## config.mk

```make
export PLATFORM = sky130hd
export DESIGN_NAME = gateway_buffer_diagnostics
export DESIGN_NICKNAME = d
export VERILOG_FILES = /design/src/gw_diag_pkg.sv /design/src/gateway_buffer_diagnostics.sv /design/src/gw_fifo.sv /design/src/gw_seq_check.sv
export SDC_FILE = /design/constraint.sdc
export NUM_CORES = 1
export LEC_CHECK = 0
export BUFFER_PORTS_ARGS = -buffer_cell sky130_fd_sc_hd__clkbuf_2
export CAP_MARGIN = 5
export CELL_PAD_IN_SITES_DETAIL_PLACEMENT = 1
export CELL_PAD_IN_SITES_GLOBAL_PLACEMENT = 1
export CORE_ASPECT_RATIO = 1.25
export CORE_MARGIN = 2
export CORE_UTILIZATION = 52
export DETAILED_ROUTE_END_ITERATION = 8
export HOLD_SLACK_MARGIN = 0.06
export PLACE_DENSITY = 0.86
export SYNTH_ARGS = -nofsm -noshare
export SYNTH_HDL_FRONTEND = slang
export SYNTH_SLANG_ARGS = --single-unit
```

## constraint.sdc

```tcl
create_clock -name clk -period 2.8 [get_ports clk]
set_input_delay 0.14 -clock clk [delete_from_list [all_inputs] [get_ports clk]]
set_output_delay 0.14 -clock clk [all_outputs]
set_load 0.005 [all_outputs]
```

## src/gw_diag_pkg.sv

```systemverilog
package gw_diag_pkg;

	// ----------------------------------------
	// Sizes and limits
	// ----------------------------------------
	localparam int DATA_W = 8;
	localparam int FIFO_DEPTH = 32;
	localparam int MAX_FRAME_BYTES = 506;
	localparam int FRAME_CNT_W = 10;
	localparam logic [7:0] CMD_STEP = 8'h01;
	localparam logic [7:0] CMD_RESET_VAL = 8'h00;

	// ----------------------------------------
	// Diagnostic carrier
	// ----------------------------------------
	typedef struct packed {
		logic out_fifo_overflow;
		logic out_data_loss;
		logic in_fifo_overflow;
		logic in_data_loss;
		logic in_data_overflow;
	} diag_t;

	localparam diag_t DIAG_NONE = '0;

	typedef enum logic [1:0] {
		REPORT_IDLE = 2'b00,
		REPORT_SEND = 2'b01,
		REPORT_WAIT = 2'b11
	} report_state_t;

endpackage

```

## src/gateway_buffer_diagnostics.sv

```systemverilog
// Functional notes
// - Two diagnostic groups: output error (overflow, loss), input error (overflow, loss, overflow).
// - Output FIFO overflow from controller writes raises output-side overflow diagnostic.
// - Output command byte not previous plus one mod 256 raises output data loss.
// - Input FIFO overflow from serial data raises input-side overflow diagnostic.
// - Serial byte not taken in time is lost; raises input data loss.
// - Serial frames over 506 bytes raise input-side data overflow diagnostic.
`timescale 1ns/10ps
module gateway_buffer_diagnostics #(
	parameter int DATA_W = gw_diag_pkg::DATA_W,
	parameter int OUT_DEPTH = gw_diag_pkg::FIFO_DEPTH,
	parameter int IN_DEPTH = gw_diag_pkg::FIFO_DEPTH,
	parameter int MAX_FRAME = gw_diag_pkg::MAX_FRAME_BYTES
) (
	// Clock and reset
	input wire logic clk,
	input wire logic reset,
	// Controller output data
	input wire logic ctl_out_valid,
	input wire logic [DATA_W-1:0] ctl_out_data,
	input wire logic ctl_out_first,
	output logic ctl_out_ready,
	// Serial transmit side
	output logic [DATA_W-1:0] ser_tx_data,
	output logic ser_tx_valid,
	input wire logic ser_tx_ready,
	// Serial receive side
	input wire logic ser_rx_valid,
	input wire logic [DATA_W-1:0] ser_rx_data,
	input wire logic ser_rx_frame_end,
	input wire logic ser_rx_lost,
	// Controller input data
	output logic [DATA_W-1:0] ctl_in_data,
	output logic ctl_in_valid,
	input wire logic ctl_in_ready,
	// Diagnostic report
	output gw_diag_pkg::diag_t diag,
	output logic diag_valid,
	output logic out_data_error,
	output logic in_data_error,
	input wire logic diag_ack
);
	import gw_diag_pkg::*;

	// ----------------------------------------
	// Output path
	// ----------------------------------------
	logic out_fifo_ready;
	logic out_overflow_ev;
	logic seq_gap;

	// Ready is exported; a write while full is dropped and reported
	assign ctl_out_ready = out_fifo_ready;
	assign out_overflow_ev = ctl_out_valid && !out_fifo_ready;

	gw_fifo #(
		.WIDTH(DATA_W),
		.DEPTH(OUT_DEPTH)
	) out_fifo (
		.clk(clk),
		.reset(reset),
		.in_data(ctl_out_data),
		.in_valid(ctl_out_valid),
		.in_ready(out_fifo_ready),
		.out_data(ser_tx_data),
		.out_valid(ser_tx_valid),
		.out_ready(ser_tx_ready)
	);

	// Relies on the controller stepping the byte by one
	gw_seq_check seq_check (
		.clk(clk),
		.reset(reset),
		.cmd_valid(ctl_out_valid && ctl_out_first && out_fifo_ready),
		.cmd_byte(ctl_out_data[7:0]),
		.gap(seq_gap)
	);

	// ----------------------------------------
	// Input path
	// ----------------------------------------
	logic rx_valid_s1, rx_valid_s2, rx_valid_d;
	logic [DATA_W-1:0] rx_data_s1, rx_data_s2;
	logic end_s1, end_s2, lost_s1, lost_s2;
	logic rx_strobe;
	logic in_fifo_ready;
	logic in_overflow_ev;
	logic frame_over_ev;
	logic [FRAME_CNT_W-1:0] frame_cnt, next_frame_cnt;
	logic frame_over_seen, next_frame_over_seen;

	// Pins from the serial side pass two flops
	always_ff @(posedge clk) begin
		if (reset) begin
			rx_valid_s1 <= 1'b0;
			rx_valid_s2 <= 1'b0;
			rx_valid_d <= 1'b0;
			rx_data_s1 <= '0;
			rx_data_s2 <= '0;
			end_s1 <= 1'b0;
			end_s2 <= 1'b0;
			lost_s1 <= 1'b0;
			lost_s2 <= 1'b0;
		end else begin
			rx_valid_s1 <= ser_rx_valid;
			rx_valid_s2 <= rx_valid_s1;
			rx_valid_d <= rx_valid_s2;
			rx_data_s1 <= ser_rx_data;
			rx_data_s2 <= rx_data_s1;
			end_s1 <= ser_rx_frame_end;
			end_s2 <= end_s1;
			lost_s1 <= ser_rx_lost;
			lost_s2 <= lost_s1;
		end
	end

	// Rising edge of valid marks one received byte; data held stable meanwhile
	assign rx_strobe = rx_valid_s2 && !rx_valid_d;
	// The UART cannot be stalled, so a full FIFO drops the byte
	assign in_overflow_ev = rx_strobe && !in_fifo_ready;

	gw_fifo #(
		.WIDTH(DATA_W),
		.DEPTH(IN_DEPTH)
	) in_fifo (
		.clk(clk),
		.reset(reset),
		.in_data(rx_data_s2),
		.in_valid(rx_strobe),
		.in_ready(in_fifo_ready),
		.out_data(ctl_in_data),
		.out_valid(ctl_in_valid),
		.out_ready(ctl_in_ready)
	);

	// Count bytes per frame; report once per frame past the limit
	always_comb begin
		next_frame_cnt = frame_cnt;
		next_frame_over_seen = frame_over_seen;
		frame_over_ev = 1'b0;
		if (rx_strobe) begin
			if (frame_cnt == FRAME_CNT_W'(MAX_FRAME)) begin
				frame_over_ev = !frame_over_seen;
				next_frame_over_seen = 1'b1;
			end else begin
				next_frame_cnt = frame_cnt + 1'b1;
			end
		end
		if (end_s2) begin
			next_frame_cnt = '0;
			next_frame_over_seen = 1'b0;
		end
	end

	always_ff @(posedge clk) begin
		if (reset) begin
			frame_cnt <= '0;
			frame_over_seen <= 1'b0;
		end else begin
			frame_cnt <= next_frame_cnt;
			frame_over_seen <= next_frame_over_seen;
		end
	end

	// ----------------------------------------
	// Pending flags and reporting
	// ----------------------------------------
	diag_t events, pending, next_pending, next_diag;
	report_state_t state, next_state;
	logic next_diag_valid;

	always_comb begin
		events = DIAG_NONE;
		events.out_fifo_overflow = out_overflow_ev;
		events.out_data_loss = seq_gap;
		events.in_fifo_overflow = in_overflow_ev;
		events.in_data_loss = lost_s2;
		events.in_data_overflow = frame_over_ev;
	end

	// Pending is cleared as the snapshot is taken, but new events win over the clear
	always_comb begin
		next_state = state;
		next_pending = pending;
		next_diag = diag;
		next_diag_valid = diag_valid;
		case (state)
			REPORT_IDLE: begin
				if (pending != DIAG_NONE) begin
					next_diag = pending;
					next_diag_valid = 1'b1;
					next_pending = DIAG_NONE;
					next_state = REPORT_SEND;
				end
			end
			REPORT_SEND: begin
				if (diag_ack) begin
					next_diag_valid = 1'b0;
					next_state = REPORT_WAIT;
				end
			end
			REPORT_WAIT: begin
				next_diag = DIAG_NONE;
				next_state = REPORT_IDLE;
			end
			default: begin
				next_state = REPORT_IDLE;
			end
		endcase
		next_pending = next_pending | events;
	end

	always_ff @(posedge clk) begin
		if (reset) begin
			state <= REPORT_IDLE;
			pending <= DIAG_NONE;
			diag <= DIAG_NONE;
			diag_valid <= 1'b0;
		end else begin
			state <= next_state;
			pending <= next_pending;
			diag <= next_diag;
			diag_valid <= next_diag_valid;
		end
	end

	// Category summaries for the controller
	assign out_data_error = diag_valid && (diag.out_fifo_overflow || diag.out_data_loss);
	assign in_data_error = diag_valid &&
		(diag.in_fifo_overflow || diag.in_data_loss || diag.in_data_overflow);
endmodule

```

## src/gw_fifo.sv

```systemverilog
`timescale 1ns/10ps
module gw_fifo #(
	parameter int WIDTH = 8,
	parameter int DEPTH = 32
) (
	// Clock and reset
	input wire logic clk,
	input wire logic reset,
	// Fill side
	input wire logic [WIDTH-1:0] in_data,
	input wire logic in_valid,
	output logic in_ready,
	// Drain side
	output logic [WIDTH-1:0] out_data,
	output logic out_valid,
	input wire logic out_ready
);
	localparam int AW = $clog2(DEPTH);

	logic [WIDTH-1:0] mem [DEPTH];
	logic [AW-1:0] wr_ptr, rd_ptr, next_wr_ptr, next_rd_ptr;
	logic [AW:0] count, next_count;
	logic push, pop;

	function automatic logic [AW-1:0] bump(input logic [AW-1:0] p);
		bump = (p == AW'(DEPTH - 1)) ? '0 : p + 1'b1;
	endfunction

	assign in_ready = (count != (AW+1)'(DEPTH));
	assign out_valid = (count != '0);
	assign out_data = mem[rd_ptr];
	assign push = in_valid && in_ready;
	assign pop = out_valid && out_ready;

	always_comb begin
		next_wr_ptr = push ? bump(wr_ptr) : wr_ptr;
		next_rd_ptr = pop ? bump(rd_ptr) : rd_ptr;
		next_count = count + (AW+1)'(push) - (AW+1)'(pop);
	end

	always_ff @(posedge clk) begin
		if (reset) begin
			wr_ptr <= '0;
			rd_ptr <= '0;
			count <= '0;
		end else begin
			wr_ptr <= next_wr_ptr;
			rd_ptr <= next_rd_ptr;
			count <= next_count;
		end
	end

	// Storage needs no reset; empty count masks stale words
	always_ff @(posedge clk) begin
		if (push) begin
			mem[wr_ptr] <= in_data;
		end
	end
endmodule

```

## src/gw_seq_check.sv

```systemverilog
`timescale 1ns/10ps
module gw_seq_check (
	// Clock and reset
	input wire logic clk,
	input wire logic reset,
	// Command byte arrival
	input wire logic cmd_valid,
	input wire logic [7:0] cmd_byte,
	// Gap detected
	output logic gap
);
	import gw_diag_pkg::*;

	logic [7:0] last_cmd, next_last_cmd;
	logic seen, next_seen;
	logic next_gap;

	// First command after reset only seeds the expectation
	always_comb begin
		next_last_cmd = cmd_valid ? cmd_byte : last_cmd;
		next_seen = seen | cmd_valid;
		next_gap = cmd_valid && seen && (cmd_byte != 8'(last_cmd + CMD_STEP));
	end

	always_ff @(posedge clk) begin
		if (reset) begin
			last_cmd <= CMD_RESET_VAL;
			seen <= 1'b0;
			gap <= 1'b0;
		end else begin
			last_cmd <= next_last_cmd;
			seen <= next_seen;
			gap <= next_gap;
		end
	end
endmodule

```

==> reports/qor.txt, run 1 <==
Status = finished with violations
Failing checks = setup timing
Hold Fails Final Rpt = 0
Peak VDD IR = 0.642 mV
Largest family of logic cells by synthesized area = multiplexers
Synth Area in Adders = 1.99%
Synth Area in Compound Gates = 1.98%
IO buf count = 52
Worst Max-Slew Pin Slew = 0.942 ns
Full die area = 48000 um2
Post-synthesis xor/xnor area fraction = 0.802%
Clk_lat worst skew = 0.62 ns
Leakage = 9.31 nW
Fin crit period = 3.02 ns
Global-route wire length before repair = 88200 um
Simple-gate share of the synthesized area = 5.57%
Root buffer cell = clkbuf_16
Final weighted congestion in routability-driven placement = 0.799
Ys async rst share = 0%
Ys Warns = 0
Post-synth EDFFs = 512
DR pass1 iterations = 5
Num rows = 88
Syn Inst Count = 1281
Initial antenna violation count = 0
Clock sinks = 611
Placeable Area = 45900 um2
Share of the synthesized area in the top cell type = 64.0%
Period utilization = 108%
Top delay family on crit path = multiplexers
Top post-synthesis cells by area = edfxtp_1, mux4_2, dfxtp_1
Post-route DRC = 0
Crit. End Element = output port
Max incr delay on CP = 0.53 ns
Die Y = 244 um
Avg Cell Area, Syn = 18.8 um2
Pwr Total = 22.0 mW
Vias = 12771
Slowest stage cell, crit path = mux4_2
Post-route ant nets = 0
Number of antenna diodes = 0
Total routed wirelength = 58700 um
Setup WS post-layout = -0.217 ns
Worst-path cell chain = buf_12, buf_12, buf_16, mux4_2, mux4_2, mux2_2, clkbuf_2
Grt total ovfl = 0
Final setup violation count = 16
CP Class = flop to output port
Yosys cell types = 54
Largest net degree at the start of global routing = 65
Per-cell routed wire length = 28.1 um
Crit path DAT = 2.88 ns
Max FO, Critical Path = 5
Vias/cell = 6.11
Final core utilization = 61.3%
Layout cells sized above 1 = 28.7%
Max-slew violation count = 0
GRT Util Overall = 24.9%
Synth area leader = edfxtp_1
Worst Skew = 0.0325 ns
Vias in the first global route = 13794
Crit path required time = 2.66 ns
Net count reported at finish = 1525
Maxcap violations = 0
Reg clk slew, reported paths = 0.06 ns
CTS tree = done
Starting DRC count in detailed routing = 1053
Die X = 196 um
Fillers = 3934
Clock Tree Buf Depth = 3
Slew HR = 37.0%
RSZ-0062 raised after global routing = true
Pwr dens = 782 nW/um2
Setup crit start kind = flop
Hpwl dp = 35400 um
Ys flop type = edfxtp_1
Io pins = 53
Syn_nets = 1344
Post-synthesis sequential area ratio = 72.2%
Starting Density = 52.3%
FMAX = 331 MHz
Htree depth = 2
TritonCTS Buffers = 56
Area Overhead vs Synth = 17.1%
Worst min-delay path class = input port to flop
Crit path buffers/inverters = 4
Multiplexer share of the synthesized area = 15.8%
Synthesized area = 24000 um2
FF+latch count, synth = 611
==> layer usage <==
metal | track usage [%] | wire [um] | vias up
met5 | 0 | 0 | -
li1 | - | - | 5469
met3 | 2.97 | 2690 | 101
met4 | 8.29 | 1720 | 0
met1 | 30.6 | 22000 | 6729
met2 | 45.8 | 32300 | 472
==> per-stage QoR <==
step                setup TNS [ns]  hold slack (ns)  std cells  worst slack (ns)  instance area [um2]
finish                       -2.46           0.0777       2091            -0.217                28100
CTS                          -2.72           0.0733       2080            -0.183                27900
global route                 -3.07           0.0878       2091            -0.250                28100
global placement                 0            0.355       1937             0.345                25400
floorplan                        0            0.239       1281             0.207                24000
detailed placement               0            0.360       1937             0.205                25400
==> report_power, final <==
group	switching (mW)	internal, mW	leakage (nW)
combinational	1.90	2.03	2.92
clock	3.37	4.52	0.919
sequential	0.145	10.0	5.48
total	5.42	16.6	9.31
==> what timing repair did <==
item,in CTS,in global routing
hold buffers,27,0
gates resized for setup,21,8
setup buffers,8,3
endpoints found under the hold margin,65,0
gates cloned,6,9
setup endpoints to repair,16,25
==> kinds of logic after synthesis <==
logic type | after synthesis
adders and majority gates | 37
AOI/OAI and AO/OA | 80
buffers and inverters | 85
and+or+nand+nor | 268
xor gates and xnor gates | 22
DFF | 611
muxes | 178
==> registers in the layout (all words and copies together), names as in the netlist, 2 cells and up, named ones only <==
| register | cells |
|---|---|
| diag | 5 |
| frame_cnt | 10 |
| in_fifo.count | 6 |
| in_fifo.mem | 256 |
| in_fifo.rd_ptr | 5 |
| in_fifo.wr_ptr | 5 |
| out_fifo.count | 6 |
| out_fifo.mem | 256 |
| out_fifo.rd_ptr | 5 |
| out_fifo.wr_ptr | 5 |
| pending | 5 |
| rx_data_s1 | 8 |
| rx_data_s2 | 8 |
| seq_check.last_cmd | 8 |
| state | 2 |
==> final cells by class <==
class | count | area, um2 | area share (%)
Multi-Input combinational cell | 585 | 6350 | 22.6
Inverter | 28 | 105 | 0.374
Clock inverter | 31 | 347 | 1.23
Timing Repair Buffer | 180 | 1700 | 6.03
Sequential cell | 611 | 17400 | 61.7
Tap cell | 585 | 732 | 2.60
Clock buffer | 71 | 1530 | 5.45
==> path summary, 6_finish.rpt <==
| check | start | end | slack (ns) | cells after the start |
|---|---|---|---|---|
| worst max register to register | in_fifo.count[2] | in_fifo.count[4] | 0.19 | 12 |
| worst min register to register | rx_data_s1[3] | rx_data_s2[3] | 0.45 | 1 |
| worst min-delay path | ctl_out_data[0] | out_fifo.mem[31][0] | 0.08 | 1 |
| worst max-delay path | flop | ctl_in_data[3] | -0.22 | 7 |
==> cells in the final DEF (no fill, tap or decap), drive strengths merged, types with 29 or more instances in the layout <==
cell type	instances
clkbuf	129
dfxtp	99
nor2b	29
buf	95
a21oi	40
nor2	105
ha	35
edfxtp	512
mux4	160
nand2	39
==> cell usage after synthesis (12+ instances only) <==
cell	count
a21oi_1	40
buf_1	19
buf_4	12
clkbuf_1	22
dfxtp_1	99
edfxtp_1	512
ha_1	35
inv_1	26
mux2_2	17
mux4_2	160
nand2_1	39
nand3_1	23
nor2_1	105
nor2b_1	29
nor3_1	13
(Power assumes the default switching activity.)
==> inputs of run 2 (changes only) <==
--- a/config.mk
+++ b/config.mk
@@ -11,10 +11,10 @@
 export CELL_PAD_IN_SITES_GLOBAL_PLACEMENT = 1
 export CORE_ASPECT_RATIO = 1.25
 export CORE_MARGIN = 2
-export CORE_UTILIZATION = 52
+export CORE_UTILIZATION = 49
 export DETAILED_ROUTE_END_ITERATION = 8
 export HOLD_SLACK_MARGIN = 0.06
-export PLACE_DENSITY = 0.86
+export PLACE_DENSITY = 0.85
 export SYNTH_ARGS = -nofsm -noshare
 export SYNTH_HDL_FRONTEND = slang
 export SYNTH_SLANG_ARGS = --single-unit
==> constraint.sdc (replaced) <==
create_clock -name clk -period 2.5 [get_ports clk]
set_input_delay 0.125 -clock clk [delete_from_list [all_inputs] [get_ports clk]]
set_output_delay 0.125 -clock clk [all_outputs]
set_load 0.005 [all_outputs]
==> run 2 against run 1 <==
The run still ends with setup timing left. Critical endpoint is now ser_tx_data[1]. Utilization decreased by 2.7 points. Global-route usage decreased by 2.5 points. Clock skew increased by 0.0041 ns. Critical path depth decreased by 1. Register-to-register slack got worse by 0.23 ns. Clock power increased by 7.0%. First-iteration DRC count decreased by 5.2%. Hold slack improved by 0.012 ns. Non-clock buffer count increased by 13. Flip-flop and latch count unchanged.
==> reports/qor.txt, run 2 (same netlist as run 1, synthesis figures left out) <==
FMAX = 334 MHz
Total routed wirelength = 57800 um (-1.6%)
Max FO, Critical Path = 8 (+3)
TritonCTS Buffers = 56 (unchanged)
Vias in the first global route = 13690 (-0.75%)
Slew HR = 38.5% (+1.6 points)
Htree depth = 2 (unchanged)
Placed instance count = 2008 (+3.7%)
Fillers = 4217 (+7.2%)
Crit path capture = ser_tx_data[1]
Largest net degree at the start of global routing = 51 (-22%)
Vias/cell = 5.86 (-4.1%)
Reg clk slew, reported paths = 0.07 ns (about the same)
Initial antenna violation count = 0 (unchanged)
Placeable Area = 48300 um2 (+5.2%)
Setup WS post-layout = -0.496 ns (-0.279 ns)
Fin crit period = 3.00 ns
Finished Layout Cells = 2165 (+3.5%)
Final weighted congestion in routability-driven placement = 0.812 (+1.6%)
Post-route cell area = 28300 um2 (+0.58%)
Top flop regs = in_fifo.mem (256), out_fifo.mem (256), frame_cnt (10)
IO buf count = 52 (unchanged)
Status = finished with violations
Period utilization = 120%
Clk_lat worst skew = 0.62 ns (about the same)
Io pins = 53 (unchanged)
Comb power frac = 19.2% (+1.3 points)
Root buffer cell = clkbuf_16
Clock Tree Buf Depth = 3 (unchanged)
Full die area = 50800 um2 (+6.0%)
Seq pwr share = 46.5% (+0.2 points)
Clock sinks = 611 (unchanged)
Hpwl dp = 35000 um (-1.2%)
Vias = 12687 (-0.66%)
Layout cells sized above 1 = 32.1% (+3.4 points)
Area Overhead vs Synth = 17.7%
Net count reported at finish = 1538 (+0.85%)
Starting Density = 49.7% (-2.6 points)
Die Y = 252 um (+3.0%)
Worst Skew = 0.0366 ns (+0.00410 ns)
Final setup violation count = 18 (+2)
Die X = 202 um (+3.0%)
Number of antenna diodes = 0 (unchanged)
Fin Hold WS = 0.0898 ns (+0.0121 ns)
Hold Fails Final Rpt = 0 (unchanged)
Crit path required time = 2.38 ns (-0.28 ns)
RSZ-0062 raised after global routing = true
Max-slew violation count = 0 (unchanged)
Leakage = 9.31 nW (about the same)
P_int = 18.5 mW (+11%)
Starting DRC count in detailed routing = 998 (-5.2%)
CTS tree = done
Setup crit start kind = flop
Grt total ovfl = 0 (unchanged)
Commonest non-fill, non-tap cell in the layout = edfxtp_1
Switching power = 6.16 mW (+14%)
Peak VDD IR = 0.697 mV (+8.7%)
DR pass1 iterations = 7 (+2)
Clock Power Share = 34.3% (-1.6 points)
Maxcap violations = 0 (unchanged)
Worst Max-Slew Pin Slew = 0.919 ns (-0.0233 ns)
FF-to-FF End = out_fifo.count[5]
Crit. End Element = output port
RR Startpoint = out_fifo.count[4]
Placed inst area = 25600 um2 (+0.61%)
Post-route ant nets = 0 (unchanged)
Global-route wire length before repair = 85400 um (-3.2%)
Pwr Total = 24.6 mW (+12%)
Crit path DAT = 2.87 ns (about the same)
Most frequent cells in the layout = edfxtp_1, mux4_2, nor2_1
Final core utilization = 58.6% (-2.7 points)
CP Class = flop to output port
Setup slack, reg-to-reg = -0.04 ns (-0.23 ns)
Reg2Reg Depth = 13 (+1)
Per-cell routed wire length = 26.7 um (-5.0%)
Failing checks = setup timing
Num rows = 90 (+2.3%)
Sw Share = 25.0% (+0.38 points)
Pwr dens = 870 nW/um2 (+11%)
Worst min-delay path class = input port to flop
GRT Util Overall = 22.4% (-2.5 points)
Post-route DRC = 0 (unchanged)
==> run 2: cell types whose count changed in the layout (fill, tap and decap cells not counted), moves of 4 or more <==
cell and delta:
buf_4 +21, inv_1 -9, inv_2 +9, nor2_1 -9, nor2_2 +9, dfxtp_1 -6
dfxtp_2 +6, dlygate4sd3_1 -6, ha_1 -6, ha_4 +5, clkbuf_16 -4
==> run 2: final cells by class <==
type | instances | area, um2 | share of cell area (%)
inverter | 28 | 106 | 0.376
timing repair buffer | 193 | 1710 | 6.05
tap | 644 | 806 | 2.85
sequential | 611 | 17400 | 61.4
multi-input combinational | 585 | 6480 | 22.9
clock inverter | 35 | 339 | 1.20
clock buffer | 69 | 1470 | 5.20
==> run 2: worst max-delay path: stages (launching register included) <==
cell and delay [ns]:
dfxtp_4 0.45, buf_4 0.16, clkbuf_16 0.15, mux4_2 0.57
mux4_2 0.51, mux2_4 0.30, clkbuf_2 0.11
==> run 2: what timing repair did <==
action / CTS / global route
endpoints found under the hold margin: 55 / 0
hold buffers: 21 / 0
pin swaps: 1 / 19
cloned: 5 / 6
resized for setup: 30 / 45
buffers inserted: 7 / 15
setup endpoints to repair: 35 / 163
==> run 2: how the worst min path moves through the flow <==
stage	start	endpoint	slack (ns)	depth (start not counted)
2_1_floorplan	ctl_out_data[0]	out_fifo.mem[0][0]	0.22	0
3_3_place_gp	ser_rx_data[1]	rx_data_s1[1]	0.34	2
3_5_place_dp	ser_rx_data[1]	rx_data_s1[1]	0.34	2
4_1_cts	ctl_out_data[1]	out_fifo.mem[30][1]	0.07	2
5_1_grt	ctl_out_data[7]	out_fifo.mem[5][7]	0.09	1
6_report	ctl_out_data[7]	out_fifo.mem[30][7]	0.09	1
==> run 2: per-layer routing <==
layer	up-vias	wire length (um)	track usage, %
met5	-	0	0
met4	0	1880	7.08
met3	125	2610	2.80
met2	424	32400	42.3
met1	6654	20800	26.6
li1	5484	-	-
==> run 2: per-stage QoR <==
step	setup TNS [ns]	setup slack [ns]
finish	-7.25	-0.496
global route	-8.57	-0.563
CTS	-7.38	-0.481
detailed placement	-0.309	-0.0538
global placement	0	0.0883
floorplan	0	0.0141
==> run 2: power groups by stage <==
stage	sequential, mW	combinational (mW)	clock (mW)
after global placement	11.6	3.60	0
after floorplan	11.6	2.59	0
after global routing	11.5	5.06	8.91
after CTS	11.4	4.24	8.57
final	11.4	4.73	8.44
after detailed placement	11.6	3.78	0
==> inputs of run 3 (changes only) <==
--- a/config.mk
+++ b/config.mk
@@ -7,14 +7,14 @@
 export LEC_CHECK = 0
 export BUFFER_PORTS_ARGS = -buffer_cell sky130_fd_sc_hd__clkbuf_2
 export CAP_MARGIN = 5
-export CELL_PAD_IN_SITES_DETAIL_PLACEMENT = 1
-export CELL_PAD_IN_SITES_GLOBAL_PLACEMENT = 1
+export CELL_PAD_IN_SITES_DETAIL_PLACEMENT = 0
+export CELL_PAD_IN_SITES_GLOBAL_PLACEMENT = 2
 export CORE_ASPECT_RATIO = 1.25
-export CORE_MARGIN = 2
-export CORE_UTILIZATION = 49
+export CORE_MARGIN = 4
+export CORE_UTILIZATION = 44
 export DETAILED_ROUTE_END_ITERATION = 8
 export HOLD_SLACK_MARGIN = 0.06
-export PLACE_DENSITY = 0.85
+export PLACE_DENSITY = 0.86
 export SYNTH_ARGS = -nofsm -noshare
 export SYNTH_HDL_FRONTEND = slang
 export SYNTH_SLANG_ARGS = --single-unit
==> run 3 against run 2 <==
The flow still finishes with violations (setup timing). Clock skew shrank 0.0048 ns. Flip-flop and latch count is the same. Routed wire length shrank 15%. Highest routed layer unchanged.
==> reports/qor.txt, run 3 (same netlist as run 1, synthesis figures left out) <==
Final weighted congestion in routability-driven placement = 0.805 (-0.79%)
Failing checks = setup timing
Pwr Total = 24.5 mW (-0.62%)
Setup slack, reg-to-reg = 0.16 ns (+0.20 ns)
Num rows = 95 (+5.6%)
Maxcap violations = 0 (unchanged)
Crit path DAT = 2.84 ns (-0.03 ns)
Top delay family on crit path = multiplexers
Max-slew violation count = 0 (unchanged)
Period utilization = 119% (-1.3 points)
Post-route cell area = 28500 um2 (+0.77%)
Number of antenna diodes = 0 (unchanged)
Vias = 12110 (-4.5%)
GRT Util Overall = 16.8% (-5.6 points)
Status = finished with violations
Pwr dens = 858 nW/um2 (-1.4%)
Root buffer cell = clkbuf_16
FMAX = 337 MHz (+1.1%)
Fin crit period = 2.96 ns (-0.0317 ns)
Crit path buffers/inverters = 3 (unchanged)
Finished Layout Cells = 2257 (+4.2%)
Multi-input logic area = 6390 um2 (-1.5%)
Largest net degree at the start of global routing = 43 (-16%)
Fin Hold WS = 0.0846 ns (-0.00521 ns)
Crit path top cell by count = mux4_2
Peak VDD IR = 0.530 mV (-24%)
Leakage = 9.42 nW (+1.2%)
Clock sinks = 611 (unchanged)
Crit. End Element = output port
Starting DRC count in detailed routing = 915 (-8.3%)
Most frequent cells in the layout = edfxtp_1, mux4_2, nor2_1
CP Class = flop to output port
Reg clk slew, reported paths = 0.07 ns (about the same)
Worst slack at placement = -0.0376 ns (+0.0162 ns)
Area Overhead vs Synth = 18.7%
Io pins = 53 (unchanged)
Sequential cell area = 17400 um2 (about the same)
Hold Fails Final Rpt = 0 (unchanged)
Initial antenna violation count = 0 (unchanged)
Layout cells sized above 1 = 31.2% (-0.91 points)
Worst Max-Slew Pin Slew = 0.968 ns (+0.0490 ns)
Worst Skew = 0.0318 ns (-0.00479 ns)
Grt total ovfl = 0 (unchanged)
Die X = 217 um (+7.4%)
Clock Tree Buf Depth = 3 (unchanged)
Slowest stage cell, crit path = mux4_2
Starting Density = 44.5% (-5.2 points)
Clk_lat worst skew = 0.62 ns (about the same)
Crit path required time = 2.38 ns (about the same)
Vias/cell = 5.37 (-8.4%)
RSZ-0062 raised after global routing = true
Setup crit start kind = flop
Top flop regs = in_fifo.mem (256), out_fifo.mem (256), frame_cnt (10)
Final core utilization = 52.8% (-5.7 points)
Htree depth = 2 (unchanged)
Die Y = 269 um (+7.0%)
Global-route wire length before repair = 75700 um (-11%)
Placeable Area = 54000 um2 (+12%)
Max FO, Critical Path = 6 (-2)
Placed instance count = 2099 (+4.5%)
Setup WS post-layout = -0.464 ns (+0.0317 ns)
Post-route ant nets = 0 (unchanged)
Worst min-delay path class = input port to flop
CTS tree = done
Worst-path cell chain = buf_12, buf_16, mux4_2, mux4_2, mux2_4, clkbuf_2
Per-cell routed wire length = 21.7 um (-19%)
Final setup TNS = -6.37 ns (+0.882 ns)
Vias in the first global route = 12582 (-8.1%)
Slew HR = 35.2% (-3.3 points)
Commonest non-fill, non-tap cell in the layout = edfxtp_1
Total routed wirelength = 49000 um (-15%)
Fillers = 4287 (+1.7%)
TritonCTS Buffers = 57 (+1.8%)
Full die area = 58400 um2 (+15%)
Placed inst area = 25800 um2 (+0.69%)
Post-route DRC = 0 (unchanged)
Net count reported at finish = 1545 (+0.46%)
Hpwl dp = 30500 um (-13%)
IO buf count = 52 (unchanged)
Final setup violation count = 16 (-2)
Max incr delay on CP = 0.53 ns (-0.04 ns)
DR pass1 iterations = 5 (-2)
[run 3: cell types whose count changed in the layout (fill, tap and decap cells not counted), sizes merged]
| cell | change |
|---|---|
| bufinv | +1 |
| clkinv | -3 |
| inv | +7 |
| dlygate4sd3 | +6 |
| clkinvlp | -1 |
| bufbuf | -1 |
| clkbuf | -6 |
| buf | +6 |
[run 3: what timing repair did]
item,CTS,global route
pin swaps,0,14
setup buffers,12,3
hold endpoints to repair,81,0
gates resized for setup,29,25
endpoints found under the setup margin,18,60
hold buffers,27,0
cloned,10,2
[run 3: area by class of cell]
class                      instances  area share (%)
inverter                          28           0.373
timing repair buffer             199            6.38
tap                              727            3.19
clock buffer                      68            5.31
multi-input combinational        585            22.4
clock inverter                    39            1.43
sequential                       611            60.9
[run 3: where the power goes]
group          switching [mW]  total (mW)  internal (mW)
Combinational            1.96        4.32           2.36
Clock                    3.74        8.72           4.98
Sequential              0.183        11.4           11.2
Total                    5.88        24.5           18.6
[run 3: routing by layer]
layer | global-route usage [%] | share of wire [%]
met1 | 20.9 | 39
met2 | 30.5 | 55
met3 | 2.50 | 4.0
met4 | 4.65 | 2.4
met5 | 0 | 0
[run 3: path summary, 6_finish.rpt]
| check | startpoint | endpoint | depth (start not counted) |
|---|---|---|---|
| max | flop | ser_tx_data[1] | 6 |
| min | ctl_out_data[0] | out_fifo.mem[15][0] | 2 |
| max reg2reg | in_fifo.count[2] | in_fifo.count[5] | 13 |
| min reg2reg | seq_check.gap | pending[3] | 2 |
[run 3: worst register-to-register path: stages, from the launching register on]
cell and delay (ns):
dfxtp_1 0.31, inv_1 0.08, ha_2 0.18, nand4bb_1 0.13, nand2_1 0.11, inv_1 0.06, ha_1 0.18, inv_2 0.07
ha_1 0.22, a21o_1 0.19, a21oi_2 0.16, o21bai_1 0.10, or4_1 0.41, nand3_1 0.09
